### src/rtl/motor_cfg_pkg.sv
package motor_cfg_pkg;

   // -----------------------------------------------------------------
   // register offsets
   // -----------------------------------------------------------------
   localparam logic [7:0] OFS_FAULT_SETUP_TWO = 8'h92;
   localparam logic [7:0] OFS_PIN_SETUP = 8'ha4;
   localparam logic [7:0] OFS_DEVICE_ONE = 8'ha6;
   localparam logic [7:0] OFS_DEVICE_TWO = 8'ha8;
   localparam logic [7:0] OFS_PERIPH_ONE = 8'haa;
   localparam logic [7:0] OFS_GATE_ONE = 8'hac;
   localparam logic [7:0] OFS_GATE_TWO = 8'hae;

   // -----------------------------------------------------------------
   // reset values
   // -----------------------------------------------------------------
   localparam logic [31:0] RST_FAULT_SETUP_TWO = 32'h0000_0000;
   localparam logic [31:0] RST_PIN_SETUP = 32'h0000_0000;
   localparam logic [31:0] RST_DEVICE_ONE = 32'h0000_0000;
   localparam logic [31:0] RST_DEVICE_TWO = 32'h0000_0000;
   localparam logic [31:0] RST_PERIPH_ONE = 32'h4000_0000;
   localparam logic [31:0] RST_GATE_ONE = 32'h1022_8100;
   localparam logic [31:0] RST_GATE_TWO = 32'h0120_0000;

   // -----------------------------------------------------------------
   // field positions, fault setup two
   // -----------------------------------------------------------------
   localparam int FLOOR_LSB = 8;
   localparam int UV_RECOVERY_BIT = 7;
   localparam int CEILING_LSB = 4;
   localparam int OV_RECOVERY_BIT = 3;
   localparam int RETRY_LSB = 0;

   // -----------------------------------------------------------------
   // field positions, hardware pin setup
   // -----------------------------------------------------------------
   localparam int FILTER_OFF_BIT = 27;
   localparam int STOP_BEHAVIOUR_LSB = 9;
   localparam int FAULT_BEHAVIOUR_LSB = 7;
   localparam int ALARM_EN_BIT = 6;
   localparam int BRAKE_MODE_BIT = 5;
   localparam int ANGLE_SEL_BIT = 4;
   localparam int BRAKE_OVERRIDE_LSB = 2;
   localparam int SPEED_MODE_LSB = 0;

   // filter time constant as a shift
   localparam int FILTER_SHIFT = 3;

   typedef enum logic [1:0] {
      SPEED_ANALOG = 2'h0,
      SPEED_PWM = 2'h1,
      SPEED_FREQ = 2'h3
   } speed_mode_t;

   // supply floor in units of 0.1 V, code 0 unused
   function automatic logic [15:0] floor_dv(input logic [2:0] code);
      case (code)
         3'h1: floor_dv = 16'h002d;
         3'h2: floor_dv = 16'h0032;
         3'h3: floor_dv = 16'h0037;
         3'h4: floor_dv = 16'h003c;
         3'h5: floor_dv = 16'h004b;
         3'h6: floor_dv = 16'h0064;
         3'h7: floor_dv = 16'h007d;
         default: floor_dv = 16'h0000;
      endcase
   endfunction : floor_dv

   // supply ceiling in units of 0.1 V, code 0 unused
   function automatic logic [15:0] ceiling_dv(input logic [2:0] code);
      case (code)
         3'h1: ceiling_dv = 16'h00c8;
         3'h2: ceiling_dv = 16'h00e1;
         3'h3: ceiling_dv = 16'h00fa;
         3'h4: ceiling_dv = 16'h0113;
         3'h5: ceiling_dv = 16'h012c;
         3'h6: ceiling_dv = 16'h0145;
         3'h7: ceiling_dv = 16'h015e;
         default: ceiling_dv = 16'hffff;
      endcase
   endfunction : ceiling_dv

   // retry attempts, code 0 unused
   function automatic logic [4:0] retry_max(input logic [2:0] code);
      case (code)
         3'h1: retry_max = 5'h02;
         3'h2: retry_max = 5'h03;
         3'h3: retry_max = 5'h05;
         3'h4: retry_max = 5'h07;
         3'h5: retry_max = 5'h0a;
         3'h6: retry_max = 5'h0f;
         3'h7: retry_max = 5'h14;
         default: retry_max = 5'h00;
      endcase
   endfunction : retry_max

endpackage : motor_cfg_pkg

### src/rtl/supply_fault_latch.sv
`timescale 1ns/1ps
`default_nettype none

module supply_fault_latch
   import motor_cfg_pkg::*;
(
   input wire logic clk_i,
   input wire logic reset_i,
   input wire logic out_of_bounds_i,
   input wire logic auto_recover_i,
   input wire logic clear_i,
   output logic fault_o,
   output logic recovered_o
);

   // -----------------------------------------------------------------
   // fault flag, set wins over every clear
   // -----------------------------------------------------------------
   always_ff @(posedge clk_i) begin
      if (reset_i) begin
         fault_o <= 1'b0;
      end else if (out_of_bounds_i) begin
         fault_o <= 1'b1;
      end else if (auto_recover_i || clear_i) begin
         fault_o <= 1'b0;
      end
   end

   always_ff @(posedge clk_i) begin
      if (reset_i) begin
         recovered_o <= 1'b0;
      end else begin
         recovered_o <= fault_o && !out_of_bounds_i && auto_recover_i;
      end
   end

endmodule : supply_fault_latch

`default_nettype wire

### src/rtl/motor_hw_fault_config_bank.sv
`timescale 1ns/1ps
`default_nettype none

module motor_hw_fault_config_bank
   import motor_cfg_pkg::*;
(
   input wire logic clk_i,
   input wire logic reset_i,
   input wire logic [7:0] reg_addr_i,
   input wire logic reg_write_i,
   input wire logic [31:0] reg_wdata_i,
   input wire logic reg_read_i,
   output logic [31:0] reg_rdata_o,
   output logic reg_rvalid_o,
   input wire logic [15:0] supply_dv_i,
   input wire logic fault_clear_i,
   input wire logic other_fault_i,
   input wire logic motor_stopped_i,
   input wire logic commutation_feedback_i,
   input wire logic coasting_feedback_enable_i,
   input wire logic [15:0] backemf_level_i,
   input wire logic [15:0] feedback_backemf_threshold_i,
   input wire logic brake_pin_i,
   output logic [15:0] bus_volt_o,
   output logic undervoltage_fault_o,
   output logic overvoltage_fault_o,
   output logic speed_feedback_out_o,
   output logic alarm_o,
   output logic lowside_brake_o,
   output logic align_brake_o,
   output logic use_set_angle_o,
   output logic [1:0] speed_input_mode_o
);

   // -----------------------------------------------------------------
   // register file
   // -----------------------------------------------------------------
   logic [31:0] fault_setup_two;
   logic [31:0] hardware_pin_setup;
   logic [31:0] device_setup_one;
   logic [31:0] device_setup_two;
   logic [31:0] peripheral_setup_one;
   logic [31:0] gate_driver_setup_one;
   logic [31:0] gate_driver_setup_two;
   logic [31:0] next_rdata;
   always_ff @(posedge clk_i) begin
      if (reset_i) begin
         fault_setup_two <= RST_FAULT_SETUP_TWO;
         hardware_pin_setup <= RST_PIN_SETUP;
         device_setup_one <= RST_DEVICE_ONE;
         device_setup_two <= RST_DEVICE_TWO;
         peripheral_setup_one <= RST_PERIPH_ONE;
         gate_driver_setup_one <= RST_GATE_ONE;
         gate_driver_setup_two <= RST_GATE_TWO;
      end else if (reg_write_i) begin
         case (reg_addr_i)
            OFS_FAULT_SETUP_TWO: fault_setup_two <= reg_wdata_i;
            OFS_PIN_SETUP: hardware_pin_setup <= reg_wdata_i;
            OFS_DEVICE_ONE: device_setup_one <= reg_wdata_i;
            OFS_DEVICE_TWO: device_setup_two <= reg_wdata_i;
            OFS_PERIPH_ONE: peripheral_setup_one <= reg_wdata_i;
            OFS_GATE_ONE: gate_driver_setup_one <= reg_wdata_i;
            OFS_GATE_TWO: gate_driver_setup_two <= reg_wdata_i;
            default: ;
         endcase
      end
   end

   // -----------------------------------------------------------------
   // read port
   // -----------------------------------------------------------------
   always_comb begin
      case (reg_addr_i)
         OFS_FAULT_SETUP_TWO: next_rdata = fault_setup_two;
         OFS_PIN_SETUP: next_rdata = hardware_pin_setup;
         OFS_DEVICE_ONE: next_rdata = device_setup_one;
         OFS_DEVICE_TWO: next_rdata = device_setup_two;
         OFS_PERIPH_ONE: next_rdata = peripheral_setup_one;
         OFS_GATE_ONE: next_rdata = gate_driver_setup_one;
         OFS_GATE_TWO: next_rdata = gate_driver_setup_two;
         default: next_rdata = 32'h0000_0000;
      endcase
   end
   always_ff @(posedge clk_i) begin
      if (reset_i) begin
         reg_rdata_o <= 32'h0000_0000;
         reg_rvalid_o <= 1'b0;
      end else begin
         reg_rvalid_o <= reg_read_i;
         if (reg_read_i) begin
            reg_rdata_o <= next_rdata;
         end
      end
   end

   // -----------------------------------------------------------------
   // field decode
   // -----------------------------------------------------------------
   logic [2:0] supply_floor_select;
   logic [2:0] supply_ceiling_select;
   logic [2:0] retry_limit_code;
   logic undervoltage_recovery;
   logic overvoltage_recovery;
   logic bus_volt_filter_off;
   logic [1:0] speed_feedback_stop_behaviour;
   logic [1:0] speed_feedback_fault_behaviour;
   logic [1:0] brake_override;
   assign supply_floor_select = fault_setup_two[FLOOR_LSB +: 3];
   assign undervoltage_recovery = fault_setup_two[UV_RECOVERY_BIT];
   assign supply_ceiling_select = fault_setup_two[CEILING_LSB +: 3];
   assign overvoltage_recovery = fault_setup_two[OV_RECOVERY_BIT];
   assign retry_limit_code = fault_setup_two[RETRY_LSB +: 3];
   assign bus_volt_filter_off = hardware_pin_setup[FILTER_OFF_BIT];
   assign speed_feedback_stop_behaviour =
      hardware_pin_setup[STOP_BEHAVIOUR_LSB +: 2];
   assign speed_feedback_fault_behaviour =
      hardware_pin_setup[FAULT_BEHAVIOUR_LSB +: 2];
   assign brake_override = hardware_pin_setup[BRAKE_OVERRIDE_LSB +: 2];

   // -----------------------------------------------------------------
   // bus voltage filter
   // -----------------------------------------------------------------
   logic [18:0] filter_acc;
   always_ff @(posedge clk_i) begin
      if (reset_i) begin
         filter_acc <= 19'h0_0000;
      end else begin
         filter_acc <= filter_acc - (filter_acc >> FILTER_SHIFT)
                       + {3'h0, supply_dv_i};
      end
   end
   always_ff @(posedge clk_i) begin
      if (reset_i) begin
         bus_volt_o <= 16'h0000;
      end else if (bus_volt_filter_off) begin
         bus_volt_o <= supply_dv_i;
      end else begin
         bus_volt_o <= filter_acc[FILTER_SHIFT +: 16];
      end
   end

   // -----------------------------------------------------------------
   // supply faults and retry limit
   // -----------------------------------------------------------------
   logic under_oob;
   logic over_oob;
   logic retry_allowed;
   logic uv_recovered;
   logic ov_recovered;
   logic [4:0] retry_count;
   assign under_oob = (supply_floor_select != 3'h0) &&
                      (bus_volt_o < floor_dv(supply_floor_select));
   assign over_oob = (supply_ceiling_select != 3'h0) &&
                     (bus_volt_o > ceiling_dv(supply_ceiling_select));
   assign retry_allowed = (retry_limit_code == 3'h0) ||
                          (retry_count < retry_max(retry_limit_code));
   supply_fault_latch under_latch (
      .clk_i(clk_i),
      .reset_i(reset_i),
      .out_of_bounds_i(under_oob),
      .auto_recover_i(undervoltage_recovery && retry_allowed),
      .clear_i(fault_clear_i),
      .fault_o(undervoltage_fault_o),
      .recovered_o(uv_recovered)
   );
   supply_fault_latch over_latch (
      .clk_i(clk_i),
      .reset_i(reset_i),
      .out_of_bounds_i(over_oob),
      .auto_recover_i(overvoltage_recovery && retry_allowed),
      .clear_i(fault_clear_i),
      .fault_o(overvoltage_fault_o),
      .recovered_o(ov_recovered)
   );
   always_ff @(posedge clk_i) begin
      if (reset_i || fault_clear_i) begin
         retry_count <= 5'h00;
      end else if ((uv_recovered || ov_recovered) &&
                   retry_count != 5'h1f) begin
         retry_count <= retry_count + 5'h01;
      end
   end

   // -----------------------------------------------------------------
   // speed feedback and alarm pins
   // -----------------------------------------------------------------
   logic any_fault;
   logic last_driven;
   logic next_feedback;
   assign any_fault = undervoltage_fault_o || overvoltage_fault_o ||
                      other_fault_i;
   always_ff @(posedge clk_i) begin
      if (reset_i) begin
         last_driven <= 1'b0;
      end else if (!any_fault && !motor_stopped_i) begin
         last_driven <= commutation_feedback_i;
      end
   end
   always_comb begin
      next_feedback = commutation_feedback_i;
      if (any_fault) begin
         case (speed_feedback_fault_behaviour)
            2'h0: next_feedback = last_driven;
            2'h1: next_feedback = 1'b1;
            2'h2: next_feedback = 1'b0;
            default: next_feedback = coasting_feedback_enable_i &&
               (backemf_level_i >= feedback_backemf_threshold_i) ?
               commutation_feedback_i : speed_feedback_out_o;
         endcase
      end else if (motor_stopped_i) begin
         case (speed_feedback_stop_behaviour)
            2'h0: next_feedback = commutation_feedback_i;
            2'h2: next_feedback = 1'b0;
            default: next_feedback = 1'b1;
         endcase
      end
   end
   always_ff @(posedge clk_i) begin
      if (reset_i) begin
         speed_feedback_out_o <= 1'b0;
         alarm_o <= 1'b0;
      end else begin
         speed_feedback_out_o <= next_feedback;
         alarm_o <= hardware_pin_setup[ALARM_EN_BIT] && any_fault;
      end
   end

   // -----------------------------------------------------------------
   // brake pin and speed mode
   // -----------------------------------------------------------------
   logic brake_meta;
   logic brake_sync;
   logic brake_request;
   always_ff @(posedge clk_i) begin
      if (reset_i) begin
         brake_meta <= 1'b0;
         brake_sync <= 1'b0;
      end else begin
         brake_meta <= brake_pin_i;
         brake_sync <= brake_meta;
      end
   end
   always_comb begin
      case (brake_override)
         2'h1: brake_request = 1'b1;
         2'h2: brake_request = 1'b0;
         default: brake_request = brake_sync;
      endcase
   end
   always_ff @(posedge clk_i) begin
      if (reset_i) begin
         lowside_brake_o <= 1'b0;
         align_brake_o <= 1'b0;
         use_set_angle_o <= 1'b0;
         speed_input_mode_o <= SPEED_ANALOG;
      end else begin
         lowside_brake_o <= brake_request &&
                            !hardware_pin_setup[BRAKE_MODE_BIT];
         align_brake_o <= brake_request &&
                          hardware_pin_setup[BRAKE_MODE_BIT];
         use_set_angle_o <= brake_request &&
                            hardware_pin_setup[BRAKE_MODE_BIT] &&
                            hardware_pin_setup[ANGLE_SEL_BIT];
         case (hardware_pin_setup[SPEED_MODE_LSB +: 2])
            2'h1: speed_input_mode_o <= SPEED_PWM;
            2'h3: speed_input_mode_o <= SPEED_FREQ;
            default: speed_input_mode_o <= SPEED_ANALOG;
         endcase
      end
   end
endmodule : motor_hw_fault_config_bank

`default_nettype wire

### config.mk
export PLATFORM = sky130hd
export DESIGN_NAME = motor_hw_fault_config_bank
export DESIGN_NICKNAME = d
export VERILOG_FILES = /design/src/rtl/motor_cfg_pkg.sv /design/src/rtl/supply_fault_latch.sv /design/src/rtl/motor_hw_fault_config_bank.sv
export SDC_FILE = /design/constraint.sdc
export NUM_CORES = 1
export LEC_CHECK = 0
export ABC_AREA = 1
export BUFFER_PORTS_ARGS = -buffer_cell sky130_fd_sc_hd__buf_2
export CAP_MARGIN = 20
export CORE_UTILIZATION = 59
export DETAILED_ROUTE_END_ITERATION = 12
export PLACE_DENSITY_LB_ADDON = 0.05
export SETUP_SLACK_MARGIN = 0.2
export SYNTH_ARGS = -nofsm -noshare
export SYNTH_HDL_FRONTEND = slang
export SYNTH_SLANG_ARGS = --single-unit
### constraint.sdc
create_clock -name clk_i -period 2.7 [get_ports clk_i]
set_input_delay 0.27 -clock clk_i [delete_from_list [all_inputs] [get_ports clk_i]]
set_output_delay 0.27 -clock clk_i [all_outputs]
set_load 0.1 [all_outputs]
# ---- After elaboration in Yosys (flattened, before gate mapping)
# Index checks and enable logic that the tools add are counted.
# W data, S select, Z words.
dict set report classes {
  eq_ne 37
  reduce_logical 41
  add_sub_neg 3
  muxes 16
  magnitude_cmp 4
}
# cell count
set ops {}
lappend ops {{$pmux W32 S7} 1}
lappend ops {{$pmux W16 S7} 1}
lappend ops {{$eq A8 B8 Y1 const B} 7}
lappend ops {{$pmux W7 S7} 1}
lappend ops {{$eq A3 B3 Y1 const B} 12}
lappend ops {{$pmux W5 S7} 1}
lappend ops {{$add A19 B16 Y19} 1}
lappend ops {{$sub A19 B16 Y19} 1}
lappend ops {{$eq A3 B2 Y1 const B} 6}
lappend ops {{$ge A16 B16 Y1} 1}
lappend ops {{$gt A16 B16 Y1} 1}
lappend ops {{$lt A16 B16 Y1} 1}
lappend ops {{$mux W16} 1}
lappend ops {{$logic_and A1 B1 Y1} 15}
lappend ops {{$reduce_and A2 Y1} 7}
lappend ops {{$eq A3 B1 Y1 const B} 3}
lappend ops {{$eq A2 B2 Y1 const B} 4}
lappend ops {{$logic_or A1 B1 Y1} 7}
lappend ops {{$mux W1} 7}
lappend ops {{$eq A2 B1 Y1 const B} 3}
lappend ops {{$reduce_bool A3 Y1} 2}
lappend ops {{$add A5 B1 Y5 const B} 1}
lappend ops {{$logic_not A1 Y1} 5}
lappend ops {{$lt A5 B5 Y1} 1}
lappend ops {{8 further kinds} 11}
dict set report word_totals {
  inputBits 98
  wordCells 126
  regBits 311
}

# ---- Logic depth before layout (Yosys ltp)
# Gate-level depths: netlist of the first run.
dict set report logic_depth {
  ltp_word 8
  ltp_mapped 16
}

# ---- Cells and area by module
# Synthesis of the first run repeated with hierarchy kept, for this count alone.
dict set report unflattened {
  cells_unflattened 2053
  area_unflattened_um2 15009.4
}
# mod area_per_inst_um2 n_inst cells_each
set by_module_without_submodules {}
lappend by_module_without_submodules {motor_hw_fault_config_bank 14841.7 1 2035}
lappend by_module_without_submodules {supply_fault_latch 83.8 2 9}

# ---- Worst setup path before layout of the first run
# OpenSTA, ideal clock, no wires.
dict set report synth_path {
  path_kind {input-to-reg}
  start {in supply_dv_i[1]}
  end {reg filter_acc[10]}
  setup_time_ns 0.113
  arrival_time_ns 2.145
  path_stages 11
  setup_slack_ns 0.442
  required_time_ns 2.587
  path_cell_list {inv_1 > fa_1 > fa_1 > nor3_1 > nor2_1 > o21bai_1 > nand2_1 > nand2_1 > nand2_1 > nand2_1 > nor2_1}
}
dict set report synth_between {
  elab_chain_len 1
}
# item line
set synth_lines {}
lappend synth_lines {{start, declared} motor_hw_fault_config_bank.sv:15} ;# input wire logic [15:0] supply_dv_i,
lappend synth_lines {{$add A19 B16 Y19} motor_hw_fault_config_bank.sv:129} ;# + {3'h0, supply_dv_i};
lappend synth_lines {{end signal, assigned} motor_hw_fault_config_bank.sv:128} ;# filter_acc <= filter_acc - (filter_acc >> FILTER_SHIFT)
lappend synth_lines {{end, declared} motor_hw_fault_config_bank.sv:123} ;# logic [18:0] filter_acc;
# Every way passes these cells.
# A chain may end at the register's enable or synchronous reset.

# ---- Final worst setup path of the first run
dict set report layout_path {
  start {reg filter_acc[6]}
  end {reg filter_acc[13]}
}
dict set report layout_between {
  elab_chain_len 2
}
# item line
set layout_lines {}
lappend layout_lines {{$sub A19 B16 Y19} motor_hw_fault_config_bank.sv:128}
lappend layout_lines {{$add A19 B16 Y19} motor_hw_fault_config_bank.sv:129}
# Every way passes these cells.

==> flow_metrics.env, run 1 <==
export IMPL_syn_area_per_cell_um2=7.04
export IMPL_ff2ff_path_depth=12
export IMPL_die_area_mm2=0.0258
export IMPL_syn_inst=2111
export IMPL_dieHeight_um=161
export IMPL_ys_seq_elements=311
export IMPL_worst_slew_pin_slew_ns=1.06
export IMPL_cap_violations=0
export IMPL_muxShareOfSynthArea=0
export IMPL_multi_input_area_mm2=0.00721
export IMPL_path_clk_slew_ns=0.06
export IMPL_yosysSeqAreaShare=0.419
export IMPL_final_fill_count=2157
export IMPL_via_count=13994
export IMPL_critPathKind="reg -> reg"
export IMPL_final_setup_tns_ns=0
export IMPL_relSlewSlack=0.291
export IMPL_ir_worst_vdd_mv=0.831
export IMPL_drive_gt1_frac=0.120
export IMPL_clockBufferDepth=3
export IMPL_min_delay_path_class="in -> reg"
export IMPL_io_pins=156
export IMPL_antenna_found_initial=4
export IMPL_gp_congestion=0.885
export IMPL_cp_data_required_time_ns=3.17
export IMPL_grt_max_degree=74
export IMPL_cts_htree_levels=1
export IMPL_antenna_left=0
export IMPL_synth_main_ff_cell="dfxtp_1"
export IMPL_synth_top_family_by_area="compound AO/OA/AOI/OAI gates"
export IMPL_fmax_ghz=0.421
export IMPL_overflow=0
export IMPL_whs_ns=0.0154
export IMPL_finalMaxSlewViolations=0
export IMPL_fin_crit_sh=0.880
export IMPL_cts_tree="done"
export IMPL_async_flop_share=0
export IMPL_syn2layout_area_growth_pct=15.0
export IMPL_routed_wl_um=39700
export IMPL_final_seq_area_mm2=0.00623
export IMPL_layout_nets=2405
export IMPL_finalHoldViolations=0
export IMPL_initial_utilization=0.606
export IMPL_hold_depth=3
export IMPL_via_per_inst=5.43
export IMPL_synth_compound_area_share=0.206
export IMPL_dp_hpwl_um=26500
export IMPL_clock_insertion_delay_worst_skew_ns=0.55
export IMPL_drc=0
export IMPL_synth_edf_count=0
export IMPL_worst_setup_path_start_kind="flip-flop"
export IMPL_groute_usage_overall=0.303
export IMPL_grt_pass1_wl_um=64000
export IMPL_p_per_area_mw_per_mm2=807
export IMPL_die_width_um=161
export IMPL_synth_cell_type_count=36
export IMPL_cts_root_buf="clkbuf_16"
export IMPL_power_leakage_nw=7.21
export IMPL_yosys_area_share_simple=0.194
export IMPL_syn_num_nets=2289
export IMPL_cp_arrival_ns=2.85
export IMPL_cts_made_buffers=31
export IMPL_wl_per_cell_um=15.4
export IMPL_outcome="finished clean"
export IMPL_cts_sinks=311
export IMPL_firstDrtPassIters=6
export IMPL_yosys_warnings=0
export IMPL_rows=57
export IMPL_cp_max_fo=4
export IMPL_finalSetupViolCount=0
export IMPL_first_global_vias=12784
export IMPL_core_area_mm2=0.0245
export IMPL_synth_fa_ha_area_frac=0.0754
export IMPL_grt_setup_unrepaired="yes"
export IMPL_skew_ns=0.00967
export IMPL_fin_crit_ns=2.37
export IMPL_syn_area_mm2=0.0149
export IMPL_end_kind="flip-flop"
export IMPL_portBuffers=155
export IMPL_synth_xor_area_frac=0.00177
export IMPL_dr_first_iter_drc_count=999
-- cells in the final DEF (no fill, tap or decap), types with 3 or more instances in the layout --
cell type,count
nor2_1,216
buf_2,154
inv_1,289
nand2_1,406
a21oi_1,278
clkbuf_16,31
nand3_1,58
clkbuf_1,9
ha_4,5
o22ai_1,36
bufinv_16,3
a21o_1,4
nand4_1,7
o21ai_0,232
nor4_1,3
fa_1,15
nor3_2,3
diode_2,4
nor3b_1,3
dfxtp_2,4
clkbuf_8,7
ha_1,57
dfxtp_1,307
clkinv_2,4
buf_12,3
a211oi_1,12
nor3_1,14
o21ai_1,16
buf_4,34
inv_2,5
-- synth_stat cells (all sizes together) (16+ instances only) --
cell type	count	area, um^2
o21ai	248	1240
clkbuf	87	327
fa	16	320
ha	64	801
buf	22	104
dfxtp	311	6230
o22ai	36	225
inv	295	1110
nand3	60	300
nand2	408	1530
nor3	18	100
a21oi	280	1400
nor2	219	832
-- metal layers --
metal  routed length (um)  track usage  up-vias
met5                    0            0        -
met1                18000        0.412     6423
li1                     -            -     7046
met3                 2510       0.0356       78
met2                18000        0.499      447
met4                 1180        0.102        0
-- what timing repair did --
action	4_1_cts	5_1_grt
setup endpoints to repair	3	12
gates resized for setup	1	24
setup buffers	0	1
endpoints found under the hold margin	1	0
pin swaps	0	1
hold buffers	1	0
-- sequential cells by signal, indices dropped and copies added, names as in the netlist, 2 cells and up --
name                   cells
bus_volt_o                16
device_setup_one          32
fault_setup_two           32
filter_acc                19
reg_rdata_o               32
peripheral_setup_one      32
gate_driver_setup_two     32
device_setup_two          32
speed_input_mode_o         2
gate_driver_setup_one     32
hardware_pin_setup        32
retry_count                5
-- power by group --
group,switching (mW),internal (mW)
clock network,1.76,2.58
logic,2.88,1.57
registers,0.185,4.81
-- cell families after synthesis --
family	count (synthesis)
adder cells (fa/ha/maj)	80
flip-flops	311
XOR/XNOR	3
AND/OR/NAND/NOR	722
buffers and inverters	405
AO/OA/AOI/OAI	590
-- cell type report --
cell class	count	area share
Timing Repair Buffer	192	0.0641
Multi-Input combinational cell	1395	0.422
Antenna cell	4	0.000586
Clock inverter	8	0.00696
Tap cell	324	0.0237
Inverter	296	0.0652
Clock buffer	47	0.0530
Sequential cell	311	0.365
-- final timing paths --
path                     endpoint                  start  slack (ns)
setup reg to reg   filter_acc[13]          filter_acc[6]        0.33
setup / recovery   filter_acc[13]          filter_acc[6]        0.33
hold / removal     bus_volt_o[11]        supply_dv_i[11]        0.02
hold reg to reg   lowside_brake_o  hardware_pin_setup[5]        0.42
-- through the flow --
step                power [mW]  instances  worst slack (ns)  instance area (um^2)   util
floorplan                 8.11       2111             0.442                 14900      -
finish                    13.8       2577             0.325                 17100  0.697
global route              14.6       2576            0.0931                 17100  0.696
CTS                       13.4       2572             0.280                 17000  0.692
detailed placement        9.08       2516            0.0990                 15900  0.649
global placement          9.03       2516             0.133                 15900  0.649
-- worst max-delay path, cell delays in order (launching register included) --
cell     delay (ns)
dfxtp_1        0.36
inv_1          0.07
fa_1           0.51
inv_1          0.05
ha_1           0.33
a21oi_1        0.19
nor2_1         0.06
nor2_1         0.16
nand3_2        0.18
nand2_1        0.09
nand2_1        0.06
nand2_1        0.06
nor3b_1        0.16
No activity file was read; power rests on OpenSTA's default activity.
==> run 2, diff against run 1 <==
- ABC_AREA: 1 -> not set
==> run 2 against run 1 <==
The flow now finishes with violations (setup timing); clock-buffer cell count shrank 2; synthesized cell count shrank 14%; first-iteration DRC count rose by 19%; critical path depth is 2 lower; largest power group is now combinational logic; sequential share of layout area decreased by 0.90 points; critical endpoint is now filter_acc[16]; cell area is 2.7% higher.
==> flow_metrics.env, run 2 <==
export IMPL_synth_area_leaders="dfxtp_1 43%, nand2_1 12%, a21oi_1 8.0%"
export IMPL_worst_slack_ns=-0.0607
export IMPL_whs_ns=0.0233
export IMPL_gp_congestion=0.859
export IMPL_firstDrtPassIters=7
export IMPL_syn_area_per_cell_um2=8.09
export IMPL_cts_made_buffers=34
export IMPL_cap_violations=0
export IMPL_finalMaxSlewViolations=0
export IMPL_synth_top_area_share=0.426
export IMPL_synth_compound_area_share=0.198
export IMPL_dr_first_iter_drc_count=1186
export IMPL_clock_insertion_delay_worst_skew_ns=0.51
export IMPL_relSlewSlack=0.400
export IMPL_power_leakage_nw=7.13
export IMPL_initial_utilization=0.602
export IMPL_path_clk_slew_ns=0.06
export IMPL_p_per_area_mw_per_mm2=886
export IMPL_worst_setup_path_start_kind="flip-flop"
export IMPL_critPathKind="reg -> reg"
export IMPL_worst_slew_pin_slew_ns=0.900
export IMPL_end_kind="flip-flop"
export IMPL_syn_num_nets=1986
export IMPL_dp_hpwl_um=27500
export IMPL_ys_seq_elements=311
export IMPL_overflow=0
export IMPL_synth_top_family_by_area="compound AO/OA/AOI/OAI gates"
export IMPL_outcome="finished, violations left"
export IMPL_skew_ns=0.00974
export IMPL_dp_cells=2254
export IMPL_final_fill_count=1949
export IMPL_power_total_mw=15.5
export IMPL_ys_top_cells_by_count="481 x nand2_1, 311 x dfxtp_1, 234 x a21oi_1, 97 x a22oi_1, 93 x inv_1"
export IMPL_antenna_left=0
export IMPL_syn_inst=1808
export IMPL_cts_htree_levels=2
export IMPL_grt_setup_unrepaired="yes"
export IMPL_final_setup_tns_ns=-0.0607
export IMPL_cp_arrival_ns=3.15
export IMPL_clockBufferDepth=3
export IMPL_fin_crit_sh=1.02
export IMPL_cp_max_fo=2
export IMPL_synth_most_common_cell="nand2_1"
export IMPL_antenna_found_initial=2
export IMPL_cts_sinks=311
export IMPL_routed_wl_um=41000
export IMPL_ff2ff_path_depth=10
export IMPL_wl_per_cell_um=17.7
export IMPL_dieHeight_um=159
export IMPL_violations="setup timing"
export IMPL_cts_tree="done"
export IMPL_yosysSeqAreaShare=0.426
export IMPL_fmax_ghz=0.362
export IMPL_synth_fa_ha_area_frac=0.0774
export IMPL_hold_depth=3
export IMPL_core_area_mm2=0.0243
export IMPL_via_count=13490
export IMPL_ff2ff_setup_slack_ns=-0.06
export IMPL_fin_area_mm2=0.0176
export IMPL_synth_edf_count=0
export IMPL_fin_crit_ns=2.76
export IMPL_final_common_cell="nand2_1"
export IMPL_async_flop_share=0
export IMPL_timing_rr_start="filter_acc[9]"
export IMPL_yosys_warnings=0
export IMPL_finalHoldViolations=0
export IMPL_grt_pass1_wl_um=65900
export IMPL_syn2layout_area_growth_pct=20.0
export IMPL_die_width_um=159
export IMPL_grt_max_degree=88
export IMPL_final_cell_mix="481 x nand2_1, 303 x dfxtp_1, 231 x a21oi_1"
export IMPL_groute_usage_overall=0.320
export IMPL_portBuffers=155
export IMPL_yosys_area_share_simple=0.190
export IMPL_synth_cell_type_count=65
export IMPL_ir_worst_vdd_mv=0.932
export IMPL_final_cells=2322
export IMPL_die_area_mm2=0.0254
export IMPL_r2r_end="filter_acc[16]"
export IMPL_layout_nets=2156
export IMPL_via_per_inst=5.81
export IMPL_io_pins=156
export IMPL_min_delay_start="supply_dv_i[13]"
export IMPL_drc=0
export IMPL_holdPathEnd="bus_volt_o[13]"
export IMPL_drive_gt1_frac=0.204
export IMPL_synth_xor_area_frac=0.0108
export IMPL_finalSetupViolCount=1
export IMPL_muxShareOfSynthArea=0.0390
export IMPL_syn_area_mm2=0.0146
export IMPL_yosys_area_top_type="dfxtp_1"
export IMPL_synth_main_ff_cell="dfxtp_1"
export IMPL_dpl_instance_area_mm2=0.0162
export IMPL_cp_data_required_time_ns=3.09
export IMPL_cts_root_buf="clkbuf_16"
export IMPL_first_global_vias=12974
export IMPL_min_delay_path_class="in -> reg"
export IMPL_rows=57
## run 2: cell families (layout without fill, tap and decap cells)
logic type,count (synthesis),after routing
adder cells (fa/ha/maj),81,81
flip-flops,311,311
XOR/XNOR,18,18
AO/OA/AOI/OAI,469,469
buffers and inverters,218,406
multiplexers,53,53
AND/OR/NAND/NOR,658,658
other,0,2
## run 2: how the worst max path moves through the flow
stage | slack (ns) | depth (start not counted) | endpoint | from
after floorplan | -0.04 | 10 | filter_acc[16] | filter_acc[7]
after global placement | -0.16 | 11 | filter_acc[16] | supply_dv_i[7]
after detailed placement | -0.19 | 12 | filter_acc[13] | supply_dv_i[1]
after CTS | -0.11 | 10 | filter_acc[16] | filter_acc[10]
after global routing | -0.15 | 10 | filter_acc[16] | filter_acc[10]
final | -0.06 | 10 | filter_acc[16] | filter_acc[9]
## run 2: power by group
part           leakage, nW  internal (mW)  total (mW)  switching [mW]
registers             2.52           4.81        4.97           0.152
logic                 4.09           2.79        6.09            3.29
clock network        0.524           2.66        4.49            1.83
## run 2: per-layer routing
metal / track usage / part of all wire
met5: 0 / 0
met2: 0.546 / 0.48
met3: 0.0495 / 0.074
met1: 0.417 / 0.42
met4: 0.100 / 0.022
## run 2: final cells by class
type | count | area, um^2 | share of cell area
clock buffer | 45 | 953 | 0.0543
multi-input combinational | 1279 | 7870 | 0.449
timing repair buffer | 257 | 1610 | 0.0920
inverter | 95 | 357 | 0.0203
clock inverter | 9 | 103 | 0.00585
sequential | 311 | 6240 | 0.356
antenna | 2 | 5.00 | 0.000285
tap | 324 | 405 | 0.0231
## run 2: worst max-delay path, cell delays in order (launching register included)
cell and delay [ns]:
dfxtp_2 0.31, buf_4 0.13, fa_1 0.47, inv_1 0.04
ha_2 0.16, a21o_1 0.18, a311o_1 0.36, and2_4 0.17
o31a_1 0.28, o31ai_2 0.19, mux2_1 0.34
## run 2: per-stage QoR
step                       util  setup WS (ns)
after global placement    0.665         -0.163
after detailed placement  0.665         -0.189
after CTS                 0.716         -0.111
after floorplan               -        -0.0363
final                     0.722        -0.0607
after global routing      0.722         -0.151
## run 2: repair_timing
action / CTS / global route
pin swaps: 19 / 16
resized for setup: 36 / 22
hold buffers: 1 / 0
setup buffers: 7 / 4
endpoints found under the setup margin: 8 / 12
endpoints found under the hold margin: 1 / 0
==> run 3, diff against run 2 <==
- CORE_ASPECT_RATIO: not set -> 0.8
==> run 3 against run 2 <==
Worst hold slack worse by 0.0081 ns; largest cell class unchanged; clock skew about the same; sequential share of layout area about the same; core utilization up 0.10 points; non-clock buffer count up 6; worst setup slack worse by 0.077 ns; maximum frequency down 2.7%; critical endpoint unchanged; total power up 0.18%; the flow still finishes with violations (setup timing); die area about the same; cell area up 0.11%; register-to-register slack worse by 0.08 ns.
==> flow_metrics.env, run 3 (synthesis results as in run 2) <==
export IMPL_io_pins=156
export IMPL_path_clk_slew_ns=0.07
export IMPL_whs_ns=0.0152
export IMPL_drive_gt1_frac=0.203
export IMPL_fin_crit_sh=1.05
export IMPL_via_count=13602
export IMPL_cts_made_buffers=30
export IMPL_cts_sinks=311
export IMPL_p_int_mw=10.2
export IMPL_fin_crit_ns=2.84
export IMPL_antenna_left=0
export IMPL_seqPwrFrac=0.319
export IMPL_die_width_um=178
export IMPL_dp_hpwl_um=27900
export IMPL_via_per_inst=5.86
export IMPL_power_share_clock=0.270
export IMPL_finalHoldViolations=0
export IMPL_skew_ns=0.00948
export IMPL_groute_usage_overall=0.327
export IMPL_routed_wl_um=42100
export IMPL_clock_insertion_delay_worst_skew_ns=0.56
export IMPL_core_area_mm2=0.0243
export IMPL_worst_slack_ns=-0.137
export IMPL_drc=0
export IMPL_final_cells=2322
export IMPL_cap_violations=0
export IMPL_ir_worst_vdd_mv=1.32
export IMPL_finalSetupViolCount=2
export IMPL_cp_max_fo=2
export IMPL_die_area_mm2=0.0254
export IMPL_min_delay_path_class="in -> reg"
export IMPL_grt_setup_unrepaired="yes"
export IMPL_pre_cts_ws_ns=-0.197
export IMPL_violations="setup timing"
export IMPL_fmax_ghz=0.352
export IMPL_ff2ff_path_depth=10
export IMPL_layout_nets=2158
export IMPL_dpl_instance_area_mm2=0.0161
export IMPL_relSlewSlack=0.519
export IMPL_clockBufferDepth=3
export IMPL_worst_setup_path_start_kind="flip-flop"
export IMPL_overflow=0
export IMPL_syn2layout_area_growth_pct=20.1
export IMPL_wl_per_cell_um=18.1
export IMPL_hold_depth=3
export IMPL_power_leakage_nw=7.11
export IMPL_p_per_area_mw_per_mm2=886
export IMPL_worst_slew_pin_slew_ns=0.722
export IMPL_cts_tree="done"
export IMPL_fin_area_mm2=0.0176
export IMPL_path_common_cell="inv_2"
export IMPL_timing_rr_start="filter_acc[7]"
export IMPL_dp_cells=2248
export IMPL_p_comb_frac=0.411
export IMPL_grt_max_degree=71
export IMPL_initial_utilization=0.602
export IMPL_setup_worst_path_start="filter_acc[7]"
export IMPL_power_total_mw=15.6
export IMPL_dieHeight_um=143
export IMPL_cp_slowest_stage_delay_ns=0.52
export IMPL_finalMaxSlewViolations=0
export IMPL_critPathKind="reg -> reg"
export IMPL_p_switching_mw=5.38
export IMPL_antenna_found_initial=1
export IMPL_rows=51
export IMPL_dr_first_iter_drc_count=1180
export IMPL_cp_arrival_ns=3.29
export IMPL_cts_root_buf="clkbuf_16"
export IMPL_grt_pass1_wl_um=66200
export IMPL_portBuffers=155
export IMPL_final_cell_mix="481 x nand2_1, 300 x dfxtp_1, 231 x a21oi_1"
export IMPL_path_cells="inv_2, fa_1, inv_2, ha_4, a21o_1, a311o_1, and2_4, o31a_1, o31ai_2, mux2_1"
export IMPL_outcome="finished, violations left"
export IMPL_cts_htree_levels=1
export IMPL_final_common_cell="nand2_1"
export IMPL_cp_data_required_time_ns=3.15
export IMPL_end_kind="flip-flop"
export IMPL_gp_congestion=0.855
export IMPL_slowest_stage="fa_1"
export IMPL_min_delay_start="reg_wdata_i[23]"
export IMPL_p_sw_frac=0.346
export IMPL_first_global_vias=12733
export IMPL_firstDrtPassIters=5
## run 3: per-layer routing
metal	share of wire	vias up	GRT usage
li1	-	6508	-
met1	0.44	6491	0.448
met2	0.47	545	0.539
met3	0.079	58	0.0506
met4	0.017	0	0.0792
met5	0	-	0
## run 3: worst paths after layout
check	to	slack [ns]
worst min-delay path	peripheral_setup_one[23]	0.02
worst min register to register	brake_sync	0.44
worst max-delay path	filter_acc[16]	-0.14
worst max register to register	filter_acc[16]	-0.14
## run 3: through the flow
| stage | TNS, ns | util |
|---|---|---|
| 6_report | -0.189 | 0.723 |
| 5_1_grt | -0.327 | 0.723 |
| 4_1_cts | -0.104 | 0.716 |
| 3_5_place_dp | -0.328 | 0.664 |
| 3_3_place_gp | -0.192 | 0.664 |
| 2_1_floorplan | -0.0363 | - |
## run 3: what timing repair did
item | CTS | global route
setup buffers | 4 | 3
hold endpoints to repair | 16 | 0
gates resized for setup | 38 | 29
pin swaps | 10 | 10
endpoints found under the setup margin | 9 | 11
hold buffers | 11 | 0
## run 3: worst max-delay path, delay by kind of cell (launching register included)
family	cells	cell delay, ns
AOI/OAI and AO/OA	4	1.07
DFF	1	0.33
adders and majority gates	2	0.73
muxes	1	0.33
buffers and inverters	2	0.09
and+or+nand+nor	1	0.17
## run 3: layout make-up
cell class	count	area (um^2)
Timing Repair Buffer	263	1680
Multi-Input combinational cell	1279	7910
Clock buffer	45	878
Inverter	95	357
Tap cell	318	398
Clock inverter	9	101
Antenna cell	2	5.00
Sequential cell	311	6240
Fill cell	1903	6740
## run 3: power groups by stage
stage	registers [mW]	logic [mW]	clock network, mW
after floorplan	5.42	3.06	0
after global placement	5.06	4.97	0
after detailed placement	5.06	5.09	0
after CTS	4.96	5.67	4.23
after global routing	4.99	6.91	4.43
final	4.97	6.40	4.20
